**src/design/nmp_cfg.svh**
```systemverilog
// Constants for the narrow memory port control block
`ifndef NMP_CFG_SVH
`define NMP_CFG_SVH
`define NMP_SEL_LSB        26
`define NMP_SEL_MSB        31
`define NMP_SEL_W          6
`define NMP_SPACES         4
`define NMP_IDLE_SEL       4'hF
`define NMP_IDLE_BE        2'h3
`define NMP_STRAP_EXT      2'h0
`define NMP_STRAP_DIV4     2'h1
`define NMP_STRAP_DIV6     2'h2
`define NMP_DIV4_HALF      3'h2
`define NMP_DIV6_HALF      3'h3
`define NMP_RATIO_1        2'h0
`define NMP_RATIO_2        2'h1
`define NMP_RATIO_4        2'h2
`define NMP_WIDTH_16       1'h1
`define NMP_WIDTH_8        1'h0
`define NMP_STRAP_SETTLE   3'h4
`define NMP_SIZE_BYTE      2'h0
`define NMP_LANE_BOTH      2'h0
`define NMP_LANE_HI        2'h1
`define NMP_LANE_LO        2'h2
`endif

```
**src/design/nmp_pkg.sv**
```systemverilog
// Types shared by the narrow memory port control block
package nmp_pkg;
    // Access request from the core side
    typedef struct packed {
        logic        valid;
        logic [31:0] wordAddr;
        logic [1:0]  byteAddr;
        logic [1:0]  size;       // 0 byte, 1 halfword
        logic        directXfer;
    } nmp_req_t;

    // Pin-facing control outputs
    typedef struct packed {
        logic [3:0] spaceSelect_n;
        logic [1:0] byteLane_n;
        logic       directXfer_n;
    } nmp_pins_t;

    typedef enum logic [1:0] {NMP_OWN, NMP_DRAIN, NMP_HELD} nmp_arb_t;
endpackage

```
**src/design/nmp_clock_gen.sv**
```systemverilog
// Port clock source selection and output clock generation
`timescale 1ns/1ps
`include "nmp_cfg.svh"
module nmp_clock_gen (
    // Clock and reset
    input  wire logic       clk_sys,
    input  wire logic       reset_n,
    input  wire logic       clkEn,
    // Clock inputs
    input  wire logic       extClkLevel,
    input  wire logic [1:0] clockSource,
    input  wire logic [1:0] outRatio,
    // Generated clocks
    output logic            portClockOutFull,
    output logic            portClockOutDivided
);
    // ***************************
    // Source and divider state
    // ***************************
    logic [2:0] divCnt_q, divCnt_d;
    logic       inClk_q, inClk_d;
    logic       prevIn_q, prevIn_d;
    logic [1:0] outCnt_q, outCnt_d;
    logic       full_q, full_d;
    logic       div_q, div_d;
    logic [2:0] half;
    logic       srcLevel;

    // Pick the input clock; internal dividers toggle every half period
    always_comb begin
        half = (clockSource == `NMP_STRAP_DIV6) ? `NMP_DIV6_HALF : `NMP_DIV4_HALF;
        divCnt_d = divCnt_q + 3'h1;
        inClk_d  = inClk_q;
        if (divCnt_q == half - 3'h1) begin
            divCnt_d = 3'h0;
            inClk_d  = ~inClk_q;
        end
        srcLevel = (clockSource == `NMP_STRAP_DIV4 || clockSource == `NMP_STRAP_DIV6) ? inClk_q
                                                                                     : extClkLevel;
        prevIn_d = srcLevel;
        full_d   = srcLevel;
        outCnt_d = outCnt_q;
        div_d    = div_q;
        // Divided clock advances on each rising edge of the source
        if (srcLevel && !prevIn_q) begin
            outCnt_d = outCnt_q + 2'h1;
            case (outRatio)
                `NMP_RATIO_2: div_d = ~div_q;
                `NMP_RATIO_4: div_d = outCnt_q[0] ? ~div_q : div_q;
                default:      div_d = div_q;
            endcase
        end
        if (outRatio == `NMP_RATIO_1) begin
            div_d = srcLevel;
        end
    end

    // Registers only
    always_ff @(posedge clk_sys) begin
        if (!reset_n) begin
            divCnt_q <= 3'h0;
            inClk_q  <= 1'h0;
            prevIn_q <= 1'h0;
            outCnt_q <= 2'h0;
            full_q   <= 1'h0;
            div_q    <= 1'h0;
        end else if (clkEn) begin
            divCnt_q <= divCnt_d;
            inClk_q  <= inClk_d;
            prevIn_q <= prevIn_d;
            outCnt_q <= outCnt_d;
            full_q   <= full_d;
            div_q    <= div_d;
        end
    end

    assign portClockOutFull    = full_q;
    assign portClockOutDivided = div_q;
endmodule

```
**src/design/nmp_port_control.sv**
```systemverilog
// Narrow memory port pin control: selects, byte lanes, hold arbitration, clocks
//
// Operation
// - Space select chosen from word address bits 26 and 27.
// - Exactly one space select active per external data access.
// - Byte lanes decoded from low address bits per configured width.
// - Byte lanes serve as write enables or SDRAM data mask.
// - Peripheral direct transfer output for peripheral-to-peripheral moves.
// - Hold acknowledge is driven once the host request is granted.
// - Bus request output shows a pending access while the host holds.
// - Port input clock source chosen at reset from two straps.
// - Default strap selection uses the external clock input.
// - Divided output clock is the input clock over 1, 2 or 4.
// - Full output clock runs at the input clock rate.
`timescale 1ns/1ps
`include "nmp_cfg.svh"
module nmp_port_control (
    // Clock, reset, enable
    input  wire logic             clk_sys,
    input  wire logic             reset_n,
    input  wire logic             clkEn,
    // Core access request
    input  wire nmp_pkg::nmp_req_t accessReq,
    input  wire logic             accessDone,
    input  wire logic             memWidth16,
    input  wire logic [1:0]       clockOutRatio,
    // Narrow memory port pins
    output nmp_pkg::nmp_pins_t    pinOut,
    output logic                  pinOutEnable_n,
    output logic                  port_bus_request,
    output logic                  host_hold_acknowledge,
    output logic                  portBusy,
    // Pin inputs from outside
    input  wire logic             host_hold_request,
    input  wire logic             port_external_clock_in,
    input  wire logic [1:0]       clock_source_strap_pins,
    // Generated clocks
    output logic                  port_clock_out_full,
    output logic                  port_clock_out_divided
);
    import nmp_pkg::*;

    // ***************************
    // Pin input synchronisers
    // ***************************
    logic [2:0] holdSync_q, holdSync_d;
    logic [2:0] clkSync_q, clkSync_d;
    logic [2:0] strapSync0_q, strapSync0_d;
    logic [2:0] strapSync1_q, strapSync1_d;
    logic       holdReq_q, holdReq_d;
    logic       extClk_q, extClk_d;

    // Three stages; a change counts once stages two and three agree
    always_comb begin
        holdSync_d   = {holdSync_q[1:0], host_hold_request};
        clkSync_d    = {clkSync_q[1:0], port_external_clock_in};
        strapSync0_d = {strapSync0_q[1:0], clock_source_strap_pins[0]};
        strapSync1_d = {strapSync1_q[1:0], clock_source_strap_pins[1]};
        holdReq_d    = (holdSync_q[1] == holdSync_q[2]) ? holdSync_q[2] : holdReq_q;
        extClk_d     = (clkSync_q[1] == clkSync_q[2]) ? clkSync_q[2] : extClk_q;
    end

    always_ff @(posedge clk_sys) begin
        if (!reset_n) begin
            holdSync_q   <= 3'h0;
            clkSync_q    <= 3'h0;
            strapSync0_q <= 3'h0;
            strapSync1_q <= 3'h0;
            holdReq_q    <= 1'h0;
            extClk_q     <= 1'h0;
        end else if (clkEn) begin
            holdSync_q   <= holdSync_d;
            clkSync_q    <= clkSync_d;
            strapSync0_q <= strapSync0_d;
            strapSync1_q <= strapSync1_d;
            holdReq_q    <= holdReq_d;
            extClk_q     <= extClk_d;
        end
    end

    // ***************************
    // Strap capture
    // ***************************
    // Straps are sampled in the first cycles after reset release, so the latched value is the
    // level present at release; later pin use as address does not disturb it.
    logic [1:0] clkSrc_q, clkSrc_d;
    logic       resetSeen_q, resetSeen_d;
    logic [2:0] strapSettle_q, strapSettle_d;

    // Synced straps are taken only until the settle count runs out
    always_comb begin
        clkSrc_d = clkSrc_q;
        if (!resetSeen_q && strapSync0_q[1] == strapSync0_q[2] && strapSync1_q[1] == strapSync1_q[2]) begin
            clkSrc_d = {strapSync1_q[2], strapSync0_q[2]};
        end
    end

    always_ff @(posedge clk_sys) begin
        if (!reset_n) begin
            clkSrc_q <= `NMP_STRAP_EXT;
        end else if (clkEn) begin
            clkSrc_q <= clkSrc_d;
        end
    end

    // Freeze the straps a few cycles after release, once the pipe is full
    always_comb begin
        strapSettle_d = strapSettle_q;
        resetSeen_d   = resetSeen_q;
        if (strapSettle_q != `NMP_STRAP_SETTLE) begin
            strapSettle_d = strapSettle_q + 3'h1;
        end else begin
            resetSeen_d = 1'h1;
        end
    end

    always_ff @(posedge clk_sys) begin
        if (!reset_n) begin
            strapSettle_q <= 3'h0;
            resetSeen_q   <= 1'h0;
        end else if (clkEn) begin
            strapSettle_q <= strapSettle_d;
            resetSeen_q   <= resetSeen_d;
        end
    end

    // ***************************
    // Bus arbitration
    // ***************************
    nmp_arb_t arb_q, arb_d;
    logic     active_q, active_d;
    logic     holdAck_q, holdAck_d;
    logic     busReq_q, busReq_d;

    // Host wins only between accesses; a started access always completes
    always_comb begin
        arb_d     = arb_q;
        active_d  = active_q;
        holdAck_d = 1'h0;
        busReq_d  = 1'h0;
        if (accessReq.valid && !active_q && arb_q == NMP_OWN && !holdReq_q) begin
            active_d = 1'h1;
        end else if (active_q && accessDone) begin
            active_d = 1'h0;
        end
        case (arb_q)
            NMP_OWN: begin
                if (holdReq_q) begin
                    arb_d = NMP_DRAIN;
                end
            end
            NMP_DRAIN: begin
                if (!active_q || accessDone) begin
                    arb_d = NMP_HELD;
                end
            end
            NMP_HELD: begin
                holdAck_d = 1'h1;
                busReq_d  = accessReq.valid;
                if (!holdReq_q) begin
                    arb_d     = NMP_OWN;
                    holdAck_d = 1'h0;
                end
            end
            default: arb_d = NMP_OWN;
        endcase
    end

    always_ff @(posedge clk_sys) begin
        if (!reset_n) begin
            arb_q     <= NMP_OWN;
            active_q  <= 1'h0;
            holdAck_q <= 1'h0;
            busReq_q  <= 1'h0;
        end else if (clkEn) begin
            arb_q     <= arb_d;
            active_q  <= active_d;
            holdAck_q <= holdAck_d;
            busReq_q  <= busReq_d;
        end
    end

    // ***************************
    // Select and byte-lane decode
    // ***************************
    nmp_pins_t pins_q, pins_d;
    logic      oe_n_q, oe_n_d;
    logic [`NMP_SEL_W-1:0] spaceField;

    // Selects held for the whole access, released when idle
    always_comb begin
        spaceField = accessReq.wordAddr[`NMP_SEL_MSB:`NMP_SEL_LSB];
        pins_d = pins_q;
        oe_n_d = (arb_d == NMP_HELD);
        if (accessReq.valid && !active_q && arb_q == NMP_OWN && !holdReq_q) begin
            pins_d.spaceSelect_n = `NMP_IDLE_SEL;
            pins_d.spaceSelect_n[spaceField[1:0]] = 1'h0;
            if (memWidth16 == `NMP_WIDTH_16) begin
                // Halfword uses both lanes; byte picks a lane by address bit 0
                pins_d.byteLane_n = (accessReq.size != `NMP_SIZE_BYTE) ? `NMP_LANE_BOTH
                                  : (accessReq.byteAddr[0] ? `NMP_LANE_HI : `NMP_LANE_LO);
            end else begin
                pins_d.byteLane_n = `NMP_LANE_LO;
            end
            pins_d.directXfer_n = ~accessReq.directXfer;
        end else if (!active_d) begin
            pins_d.spaceSelect_n = `NMP_IDLE_SEL;
            pins_d.byteLane_n    = `NMP_IDLE_BE;
            pins_d.directXfer_n  = 1'h1;
        end
    end

    always_ff @(posedge clk_sys) begin
        if (!reset_n) begin
            pins_q <= '{spaceSelect_n: `NMP_IDLE_SEL, byteLane_n: `NMP_IDLE_BE, directXfer_n: 1'h1};
            oe_n_q <= 1'h0;
        end else if (clkEn) begin
            pins_q <= pins_d;
            oe_n_q <= oe_n_d;
        end
    end

    // ***************************
    // Clock generation
    // ***************************
    nmp_clock_gen uClock (
        .clk_sys             (clk_sys),
        .reset_n             (reset_n),
        .clkEn               (clkEn),
        .extClkLevel         (extClk_q),
        .clockSource         (clkSrc_q),
        .outRatio            (clockOutRatio),
        .portClockOutFull    (port_clock_out_full),
        .portClockOutDivided (port_clock_out_divided)
    );

    assign pinOut                = pins_q;
    assign pinOutEnable_n        = oe_n_q;
    assign host_hold_acknowledge = holdAck_q;
    assign port_bus_request      = busReq_q;
    assign portBusy              = active_q;
endmodule

```
**config.mk**
```make
export PLATFORM = sky130hd
export DESIGN_NAME = nmp_port_control
export DESIGN_NICKNAME = d
export VERILOG_FILES = /design/src/design/nmp_pkg.sv /design/src/design/nmp_clock_gen.sv /design/src/design/nmp_port_control.sv
export VERILOG_INCLUDE_DIRS = /design/src /design/src/design
export SDC_FILE = /design/constraint.sdc
export NUM_CORES = 1
export LEC_CHECK = 0
export CAP_MARGIN = 20
export CELL_PAD_IN_SITES_DETAIL_PLACEMENT = 1
export CELL_PAD_IN_SITES_GLOBAL_PLACEMENT = 1
export CORE_UTILIZATION = 46
export DETAILED_ROUTE_END_ITERATION = 6
export DONT_BUFFER_PORTS = 1
export PLACE_DENSITY_LB_ADDON = 0.25
export SYNTH_ARGS = -nofsm -noshare
export SYNTH_HDL_FRONTEND = slang
export SYNTH_SLANG_ARGS = --single-unit
```
**constraint.sdc**
```tcl
create_clock -name clk_sys -period 2.16 [get_ports clk_sys]
set_input_delay 0.324 -clock clk_sys [delete_from_list [all_inputs] [get_ports clk_sys]]
set_output_delay 0.324 -clock clk_sys [all_outputs]
set_load 0.03 [all_outputs]
```
==> results by group, run 1 <==
Outcome
  • Outcome: complete, no violations

Setup path
  • FF-to-FF path depth: 5
  • WP buf/inv: 1
  • Worst R2R Start: clkSrc_q[0]
  • WS Path Type: reg -> reg
  • Crit-path max FO: 4
  • Worst path cell trace: inv_1 > ha_1 > or3b_2 > a211oi_4 > mux2i_1
  • Max stage delay on crit path: 0.48 ns
  • RR Endpoint: uClock.inClk_q
  • Slowest-stage cell, CP: or3b_2
  • Worst Setup End Kind: flip-flop
  • CP startpoint kind: flip-flop
  • CP required: 2.37 ns
  • Crit path max-delay family: simple AND/OR/NAND/NOR gates
  • Arr. time, crit path: 1.94 ns
  • FF-to-FF setup slack: 0.43 ns

Place
  • Placed cell count: 230
  • Port-buffer cells: 0
  • GP Congestion: 0.709
  • Placement Cell Area: 0.00187 mm^2
  • Dpl hpwl: 2670 um
  • Setup WS pre-CTS: 0.422 ns

Detailed routing
  • Initial drt markers: 23
  • Wirelength per Cell: 16.0 um
  • Initial DRT Pass Iterations: 3
  • Routed Antenna Nets: 0
  • Vias per Instance: 5.68
  • DRC violations left: 0
  • Via count: 1,352
  • Final wirelength: 3810 um

Finish
  • Sequential cell area: 801 um^2
  • Final non-filler cell total: 238
  • Ant. Diodes: 0
  • Synth-to-Final Area Change: 7.32%
  • Final instance area: 0.00200 mm^2
  • # fillers: 422
  • Final #Nets: 242
  • Multi-input gate area: 991 um^2
  • Layout cell share with drive strength beyond 1: 0.0947

Clocking
  • Clock buffer depth: 2
  • Worst-path clk slew: 0.08 ns
  • Setup Buffers After CTS: 0
  • H-tree Lvls: 2
  • # resized after CTS: 0
  • Root Buffer: clkbuf_8
  • CTS Hold Bufs: 0
  • Sink Count: 40
  • Worst-skew pair later-pin latency: 0.29 ns
  • Num CTS Buffers: 5
  • CTS tree: done

STA
  • FMAX: 578 MHz
  • Unrepaired setup endpoints after global routing: false
  • Rel. slew slack: 0.631
  • Skew final: 0.00419 ns
  • Fin crit share: 0.800
  • TNS Setup: 0 ns
  • Final WS setup: 0.431 ns
  • Slew Limit Fails: 0
  • Actual slew at the worst max-slew pin: 0.548 ns
  • Hold Fails Final Rpt: 0
  • Final critical-path required period: 1.73 ns
  • Setup violators final: 0

Yosys
  • Cells after synthesis: 193
  • Primary FF master, synth: dfxtp_1
  • Average size of a mapped cell: 9.66 um^2
  • Yosys reg bits: 40
  • Synth area leaders: dfxtp_1 (43%), mux2i_1 (11%), nor2b_1 (5.7%)
  • Async S/R FF share, synth: 0
  • Count of flip-flops with a built-in enable after synthesis: 0
  • Top cell type's share of synthesized area: 0.430
  • Area of the mapped netlist: 0.00186 mm^2
  • Cell taking the most area after synthesis: dfxtp_1
  • Syn nets: 246
  • Register area share after synthesis: 0.430
  • Cell variety after synth: 40
  • Warning count from the yosys run: 0

Global route
  • Initial antenna violation count: 0
  • Largest net degree at the start of global routing: 46
  • First-pass GRT wire length: 6720 um
  • Gr usage total: 0.205
  • Vias in the first global route: 1,510
  • Total congestion overflow: 0

Power
  • Power Dens Cells: 788 mW/mm^2
  • VDD IR max: 0.466 mV
  • Leakage power total: 0.000752 uW
  • Pwr Total: 1580 uW

Floorplan
  • FP Rows: 22
  • Vert. Die Dim: 65.7 um
  • Die span in x: 65.7 um
  • I/O pin cnt: 62
  • Die area: 0.00431 mm^2
  • Starting Density: 0.494
  • Core area: 0.00377 mm^2

Worst hold path
  • Hold Startpoint: reset_n
  • Hold Crit Depth: 1
  • Hold WC Path Type: in -> reg
  • WHS Endpoint: pinOut[3]

Flow run
  • MaxCap Viol Count: 0
logic make-up (layout without fill, tap and decap cells):
family	Yosys count	in the layout	share of synthesized area
buffers and inverters	16	13	0.0389
DFF	40	40	0.430
adders and majority gates	4	4	0.0268
muxes	21	21	0.113
AOI/OAI and AO/OA	35	35	0.122
xor gates and xnor gates	5	5	0.0235
and+or+nand+nor	72	72	0.246
worst reg2reg max path, cell delays in order, from the launching register on:
cell and delay (ns):
dfxtp_1 0.33, inv_1 0.04, ha_1 0.20, or3b_2 0.48, a211oi_4 0.35, mux2i_1 0.25
through the flow:
| stage | hold WS (ns) | util |
|---|---|---|
| floorplan | 0.426 | - |
| global route | 0.108 | 0.531 |
| global placement | 0.406 | 0.497 |
| detailed placement | 0.421 | 0.497 |
| finish | 0.119 | 0.531 |
| CTS | 0.113 | 0.531 |
cell usage in the layout, fill, tap and decap left out, drive strengths merged, types with 3 or more instances in the layout:
master / synthesis / routed
a21boi: 6 / 6
a21oi: 10 / 10
a31oi: 3 / 3
clkbuf: 6 / 7
dfxtp: 40 / 40
ha: 4 / 4
inv: 4 / 4
mux2i: 20 / 20
nand2: 12 / 12
nand2b: 7 / 7
nor2: 4 / 4
nor2b: 17 / 17
nor3: 4 / 4
nor3b: 8 / 8
nor4: 7 / 7
o21ai: 9 / 9
xor2: 3 / 3
how the worst max path moves through the flow:
stage	end	depth (start not counted)	from	slack, ns
after global routing	uClock.inClk_q	5	clkSrc_q[0]	0.33
after detailed placement	uClock.inClk_q	5	clkSrc_q[0]	0.42
after global placement	uClock.inClk_q	5	clkSrc_q[0]	0.54
after floorplan	uClock.inClk_q	5	clkSrc_q[0]	0.60
after CTS	uClock.inClk_q	5	clkSrc_q[0]	0.40
final	uClock.inClk_q	5	clkSrc_q[0]	0.43
per-layer routing:
metal,vias to the layer above,GRT usage,wire length (um)
met3,8,0.0556,166
met5,-,0,0
li1,674,-,-
met1,642,0.219,1600
met4,0,0.0951,66
met2,28,0.370,1980
where the power goes:
group	internal [uW]	switching, uW	total (uW)
clock	408	256	664
combinational	63.0	54.0	117
sequential	764	31.3	795
total	1230	342	1580
synthesized netlist by cell type, types with 3 or more instances:
library cell   n
a21boi_0       6
a21oi_1       10
a31oi_1        3
buf_2          4
clkbuf_1       6
dfxtp_1       40
ha_1           4
inv_1          3
mux2i_1       20
nand2_1       12
nand2b_1       7
nor2_1         4
nor2b_1       17
nor3_1         4
nor3b_1        8
nor4_1         6
o21ai_0        5
o21ai_1        4
xor2_1         3
registers in the layout, indices dropped and copies added, names as in the netlist, 2 cells and up:
| name | count |
|---|---|
| pinOut | 7 |
| clkSync_q | 3 |
| holdSync_q | 3 |
| strapSettle_q | 3 |
| strapSync0_q | 3 |
| strapSync1_q | 3 |
| uClock.divCnt_q | 3 |
| arb_q | 2 |
| clkSrc_q | 2 |
cell type report:
type | count | share of cell area
multi-input combinational | 137 | 0.495
sequential | 40 | 0.400
clock buffer | 7 | 0.0482
tap | 48 | 0.0300
clock inverter | 1 | 0.0150
inverter | 4 | 0.00750
timing repair buffer | 1 | 0.00375
Note: power is estimated with default switching activity, not from simulation.
==> run 2, diff against run 1 <==
Settings changed: ABC_AREA from default to 1, CORE_UTILIZATION 46 to 43.
Clock period 2.16 ns to 1.6 ns, I/O delays scaled along.
==> results by group, run 2 <==
Outcome
  • Outcome: complete, no violations

Setup path
  • Arr. time, crit path: 1.52 ns (-0.42 ns)
  • Worst path cell trace: inv_1 > ha_1 > inv_1 > nand2_1 > nand2_1 > nand2_1 > nand2_1 > nand3_1 > nand2_1 > nor2_1
  • Max stage delay on crit path: 0.33 ns (-0.15 ns)
  • RR Endpoint: uClock.portClockOutDivided
  • Slowest-stage cell, CP: dfxtp_1
  • FF-to-FF path depth: 10 (+5)
  • Crit path max-delay family: simple AND/OR/NAND/NOR gates
  • CP required: 1.79 ns (-0.58 ns)
  • CP dominant cell by count: nand2_1
  • Crit-path max FO: 3 (-1)
  • CP startpoint kind: flip-flop
  • Worst Setup End Kind: flip-flop
  • FF-to-FF setup slack: 0.27 ns (-0.16 ns)
  • WP buf/inv: 2 (+1)
  • WS Path Type: reg -> reg
  • Worst R2R Start: clkSrc_q[0]

Yosys
  • Cell variety after synth: 26 (-35%)
  • Most frequent cells after synthesis: nand2_1 (43), dfxtp_1 (40), nor2_1 (36)
  • Cells after synthesis: 231 (+20%)
  • Syn nets: 284 (+15%)
  • Yosys reg bits: 40 (unchanged)
  • Cell taking the most area after synthesis: dfxtp_1
  • Async S/R FF share, synth: 0 (unchanged)
  • Warning count from the yosys run: 0 (unchanged)
  • Count of flip-flops with a built-in enable after synthesis: 0 (unchanged)
  • Most frequent cell after synthesis: nand2_1
  • Area of the mapped netlist: 0.00172 mm^2 (-7.9%)
  • Register area share after synthesis: 0.466 (+0.0366)
  • Top cell type's share of synthesized area: 0.466 (+0.0366)
  • Average size of a mapped cell: 7.44 um^2 (-23%)
  • Primary FF master, synth: dfxtp_1
  • Synth area leaders: dfxtp_1 (47%), nand2_1 (9.4%), nor2_1 (7.9%)

Clocking
  • # resized after CTS: 0 (unchanged)
  • CTS tree: done
  • Root Buffer: clkbuf_8
  • Worst-path clk slew: 0.08 ns (about the same)
  • Setup Buffers After CTS: 0 (unchanged)
  • Sink Count: 40 (unchanged)
  • H-tree Lvls: 2 (unchanged)
  • CTS Hold Bufs: 0 (unchanged)
  • Clock buffer depth: 2 (unchanged)
  • Num CTS Buffers: 5 (unchanged)
  • Worst-skew pair later-pin latency: 0.29 ns (about the same)

Global route
  • Gr usage total: 0.187 (-0.0185)
  • Total congestion overflow: 0 (unchanged)
  • Initial antenna violation count: 0 (unchanged)
  • First-pass GRT wire length: 6100 um (-9.2%)
  • Largest net degree at the start of global routing: 29 (-37%)
  • Vias in the first global route: 1,436 (-4.9%)

Floorplan
  • Die area: 0.00425 mm^2 (-1.4%)
  • Starting Density: 0.459 (-0.0355)
  • Die span in x: 65.2 um (-0.69%)
  • I/O pin cnt: 62 (unchanged)
  • Vert. Die Dim: 65.2 um (-0.69%)
  • FP Rows: 22 (unchanged)
  • Core area: 0.00374 mm^2 (-0.73%)

Finish
  • Commonest non-fill, non-tap cell in the layout: nand2_1
  • Most frequent cells in the layout: nand2_1 (43), dfxtp_1 (40), nor2_1 (36), inv_1 (25), o21ai_0 (25)
  • Final #Nets: 287 (+19%)
  • Layout cell share with drive strength beyond 1: 0.0681 (-0.0267)
  • Ant. Diodes: 0 (unchanged)
  • Final instance area: 0.00188 mm^2 (-5.9%)
  • Final non-filler cell total: 283 (+19%)
  • Synth-to-Final Area Change: 9.61%
  • Max reg flops: 7 (unchanged)

Detailed routing
  • DRC violations left: 0 (unchanged)
  • Wirelength per Cell: 12.4 um (-23%)
  • Via count: 1,452 (+7.4%)
  • Vias per Instance: 5.13 (-9.7%)
  • Initial drt markers: 44 (+91%)
  • Routed Antenna Nets: 0 (unchanged)
  • Final wirelength: 3510 um (-7.9%)
  • Initial DRT Pass Iterations: 4 (+1)

STA
  • Fin crit share: 0.830 (+0.0301)
  • Rel. slew slack: 0.746 (+0.114)
  • Actual slew at the worst max-slew pin: 0.381 ns (-0.167 ns)
  • Unrepaired setup endpoints after global routing: false
  • Hold Fails Final Rpt: 0 (unchanged)
  • Skew final: 0.00336 ns (-0.000829 ns)
  • Setup violators final: 0 (unchanged)
  • FMAX: 753 MHz (+30%)
  • TNS Setup: 0 ns (unchanged)
  • Final critical-path required period: 1.33 ns (-0.400 ns)
  • Slew Limit Fails: 0 (unchanged)

Power
  • Leakage power total: 0.000799 uW (+6.2%)
  • VDD IR max: 0.578 mV (+24%)
  • Power Dens Cells: 1170 mW/mm^2 (+49%)
  • Pwr Total: 2210 uW (+40%)

Worst hold path
  • WHS Endpoint: port_bus_request
  • Hold Startpoint: clkEn
  • Hold Crit Depth: 1 (unchanged)
  • Hold WC Path Type: in -> reg

Place
  • Placement Cell Area: 0.00175 mm^2 (-6.8%)
  • GP Congestion: 0.734 (+3.5%)
  • Placed cell count: 274 (+19%)
  • Dpl hpwl: 2520 um (-5.6%)
  • Port-buffer cells: 0 (unchanged)

Flow run
  • MaxCap Viol Count: 0 (unchanged)
-- run 2: cell count changes after synthesis, moves of 10 or more --
cell	before	now
nand2_1	12	43
nor2b_1	17	0
nor2_1	4	36
nand3_1	2	12
inv_1	3	25
o21ai_0	5	25
mux2i_1	20	0
-- run 2: how the worst max path moves through the flow --
| stage | endpoint | start | cells after the start | slack [ns] |
|---|---|---|---|---|
| 6_report | uClock.portClockOutDivided | clkSrc_q[0] | 10 | 0.27 |
| 5_1_grt | uClock.portClockOutDivided | clkSrc_q[0] | 10 | 0.1 |
| 4_1_cts | uClock.portClockOutDivided | clkSrc_q[0] | 10 | 0.25 |
| 3_5_place_dp | uClock.portClockOutDivided | clkSrc_q[0] | 10 | 0.26 |
| 3_3_place_gp | uClock.portClockOutDivided | clkSrc_q[0] | 10 | 0.29 |
| 2_1_floorplan | arb_q[1] | portBusy | 5 | 0.37 |
-- run 2: routing by layer --
| metal | vias up | wire length (um) | track usage |
|---|---|---|---|
| met1 | 670 | 1570 | 0.214 |
| met4 | 0 | 59 | 0.0815 |
| met3 | 7 | 142 | 0.0556 |
| met5 | - | 0 | 0 |
| met2 | 22 | 1740 | 0.320 |
| li1 | 753 | - | - |
-- run 2: where the power goes --
| part | leakage, uW | total [uW] | internal, uW | switching [uW] |
|---|---|---|---|---|
| combinational | 0.000407 | 197 | 78.5 | 119 |
| clock | 0.0000645 | 898 | 550 | 348 |
| sequential | 0.000328 | 1110 | 1050 | 64.9 |
-- run 2: final cells by class --
| cell class | count | area (um^2) |
|---|---|---|
| well taps | 48 | 60.1 |
| repair buffers | 3 | 25.0 |
| clock buffers | 7 | 96.3 |
| inverters | 26 | 100 |
| multi-input cells | 158 | 771 |
| clock inverters | 1 | 30.0 |
| fillers | 494 | 1860 |
| flip-flops and latches | 40 | 801 |
-- run 2: kinds of logic after synthesis --
kind of cell,count (synthesis),synth area share
adder cells (fa/ha/maj),4,0.0291
flip-flops,40,0.466
AND/OR/NAND/NOR,99,0.236
buffers and inverters,33,0.0852
AO/OA/AOI/OAI,53,0.173
XOR/XNOR,2,0.0102
-- run 2: metrics by stage --
stage | utilization | worst slack (ns) | hold slack, ns
after global routing | 0.503 | 0.0957 | 0.0107
after CTS | 0.500 | 0.247 | 0.00162
final | 0.503 | 0.271 | 0.0359
after floorplan | - | 0.371 | 0.370
after global placement | 0.467 | 0.290 | 0.313
after detailed placement | 0.467 | 0.259 | 0.318
==> run 3, diff against run 2 <==
Clock period 1.6 ns to 1.3 ns, I/O delays scaled along.
==> results by group, run 3 (synthesis results as in run 2) <==
Outcome
  • Outcome: complete, no violations

Power
  • Register share of total power: 0.547 (+0.043)
  • Switching share of power: 0.264 (+0.0233)
  • VDD IR max: 0.852 mV (+48%)
  • Power Dens Cells: 1290 mW/mm^2 (+9.8%)
  • Switching power total: 661 uW (+24%)
  • Clock network fraction of total power: 0.338 (-0.068)
  • Leakage power total: 0.000819 uW (+2.4%)
  • Gate power share: 0.115 (+0.026)
  • Internal: 1840 uW (+9.9%)

Setup path
  • CP required: 1.48 ns (-0.31 ns)
  • CP startpoint kind: flip-flop
  • WS Path Type: reg -> reg
  • Arr. time, crit path: 1.41 ns (-0.11 ns)
  • Worst Setup End Kind: flip-flop
  • Crit-path max FO: 3 (unchanged)

Clocking
  • Worst-path clk slew: 0.07 ns (about the same)
  • H-tree Lvls: 2 (unchanged)
  • Sink Count: 40 (unchanged)
  • Clock buffer depth: 2 (unchanged)
  • Root Buffer: clkbuf_8
  • Worst-skew pair later-pin latency: 0.29 ns (about the same)
  • Num CTS Buffers: 5 (unchanged)
  • Setup Buffers After CTS: 0 (unchanged)
  • CTS tree: done

Finish
  • Most frequent cells in the layout: nand2_1 (40), dfxtp_1 (37), nor2_1 (36), o21ai_0 (25), inv_1 (23)
  • Layout cell share with drive strength beyond 1: 0.124 (+0.0559)
  • Max reg flops: 7 (unchanged)
  • Final non-filler cell total: 290 (+2.5%)
  • Commonest non-fill, non-tap cell in the layout: nand2_1
  • Synth-to-Final Area Change: 13.2%
  • Ant. Diodes: 0 (unchanged)
  • # fillers: 505 (+2.2%)
  • Sequential cell area: 805 um^2 (+0.47%)
  • Final instance area: 0.00194 mm^2 (+3.3%)
  • Multi-input gate area: 810 um^2 (+5.0%)
  • Final #Nets: 294 (+2.4%)

Place
  • Placed cell count: 280 (+2.2%)
  • Port-buffer cells: 0 (unchanged)
  • GP Congestion: 0.702 (-4.4%)
  • Placement Cell Area: 0.00179 mm^2 (+2.6%)
  • Dpl hpwl: 2490 um (-1.2%)

Detailed routing
  • Via count: 1,489 (+2.5%)
  • Initial drt markers: 61 (+39%)
  • Routed Antenna Nets: 0 (unchanged)
  • Final wirelength: 3740 um (+6.6%)
  • Wirelength per Cell: 12.9 um (+4.0%)
  • Initial DRT Pass Iterations: 4 (unchanged)
  • Vias per Instance: 5.13 (about the same)
  • DRC violations left: 0 (unchanged)

STA
  • Final critical-path required period: 1.22 ns (-0.108 ns)
  • Slew Limit Fails: 0 (unchanged)
  • Fin crit share: 0.939 (+0.109)
  • Actual slew at the worst max-slew pin: 0.347 ns (-0.0339 ns)
  • Setup violators final: 0 (unchanged)
  • Skew final: 0.00481 ns (+0.00145 ns)
  • Unrepaired setup endpoints after global routing: true
  • Rel. slew slack: 0.768 (+0.0226)
  • FMAX: 819 MHz (+8.8%)
  • Hold Fails Final Rpt: 0 (unchanged)

Floorplan
  • Vert. Die Dim: 65.2 um (unchanged)
  • Starting Density: 0.459 (unchanged)
  • Core area: 0.00374 mm^2 (unchanged)
  • Die span in x: 65.2 um (unchanged)
  • FP Rows: 22 (unchanged)
  • I/O pin cnt: 62 (unchanged)
  • Die area: 0.00425 mm^2 (unchanged)

Worst hold path
  • Hold WC Path Type: in -> reg

Global route
  • Vias in the first global route: 1,462 (+1.8%)
  • First-pass GRT wire length: 6180 um (+1.4%)
  • Gr usage total: 0.189 (+0.00214)
  • Initial antenna violation count: 0 (unchanged)
  • Largest net degree at the start of global routing: 27 (-6.9%)
  • Met3 Use GR: 0.0573 (+0.00174)
  • Met2 Use GR: 0.320 (unchanged)
  • GRT met1 Usage: 0.225 (+0.0116)
  • Total congestion overflow: 0 (unchanged)
  • Most used routing layer: met2

Flow run
  • MaxCap Viol Count: 0 (unchanged)
[run 3: changes by cell type in the layout (fill, tap and decap cells not counted), moves of 3 or more]
cell / before / now
buf_4: 2 / 8
dfxtp_1: 40 / 37
dfxtp_2: 0 / 3
nand2_1: 43 / 40
nand2_2: 1 / 4
[run 3: final timing paths]
path / to / cells after the start / startpoint / slack [ns]
max reg2reg: uClock.portClockOutDivided / 9 / clkSrc_q[0] / 0.08
max: uClock.portClockOutDivided / 9 / clkSrc_q[0] / 0.08
min reg2reg: holdSync_q[2] / 2 / holdSync_q[2] / 0.47
min: clkSrc_q[0] / 2 / reset_n / 0.02
[run 3: stage by stage]
step / hold slack [ns] / setup TNS, ns / util / worst slack (ns) / power (uW)
after global placement: 0.268 / -0.00528 / 0.479 / -0.00528 / 1640
after detailed placement: 0.277 / -0.0263 / 0.479 / -0.0263 / 1650
after global routing: 0.00486 / -0.0399 / 0.519 / -0.0162 / 2630
final: 0.0171 / 0 / 0.519 / 0.0790 / 2510
after floorplan: 0.325 / 0 / - / 0.0705 / 1610
after CTS: 0.00962 / 0 / 0.512 / 0.00511 / 2520
[run 3: timing repair]
| item | 4_1_cts | 5_1_grt |
|---|---|---|
| hold buffers | 2 | 0 |
| gates resized for setup | 2 | 10 |
| endpoints found under the setup margin | 2 | 11 |
| pin swaps | 0 | 6 |
| hold endpoints to repair | 4 | 0 |
[run 3: final cells by class]
type	count	area share
Inverter	26	0.0515
Timing Repair Buffer	10	0.0412
Tap cell	48	0.0309
Sequential cell	40	0.414
Multi-Input combinational cell	158	0.416
Clock buffer	8	0.0463
[run 3: metal layers]
metal  vias up  share of wire
met4         0          0.013
met5         -              0
met2        24           0.49
met1       695           0.46
met3         4          0.039
li1        766              -
[run 3: critical path: stages, from the launching register on]
cell     delay, ns
dfxtp_2       0.34
inv_2         0.04
ha_4          0.27
inv_2         0.03
nand2_2       0.06
nand2_2       0.07
nand2_1       0.07
nand2_1       0.07
a21oi_2       0.12
nor2_1        0.05
[run 3: power groups by stage]
stage	combinational (uW)	clock (uW)	sequential [uW]
2_1_floorplan	214	0	1390
3_3_place_gp	247	0	1390
3_5_place_dp	258	0	1390
4_1_cts	275	880	1370
5_1_grt	327	924	1380
6_report	287	847	1370
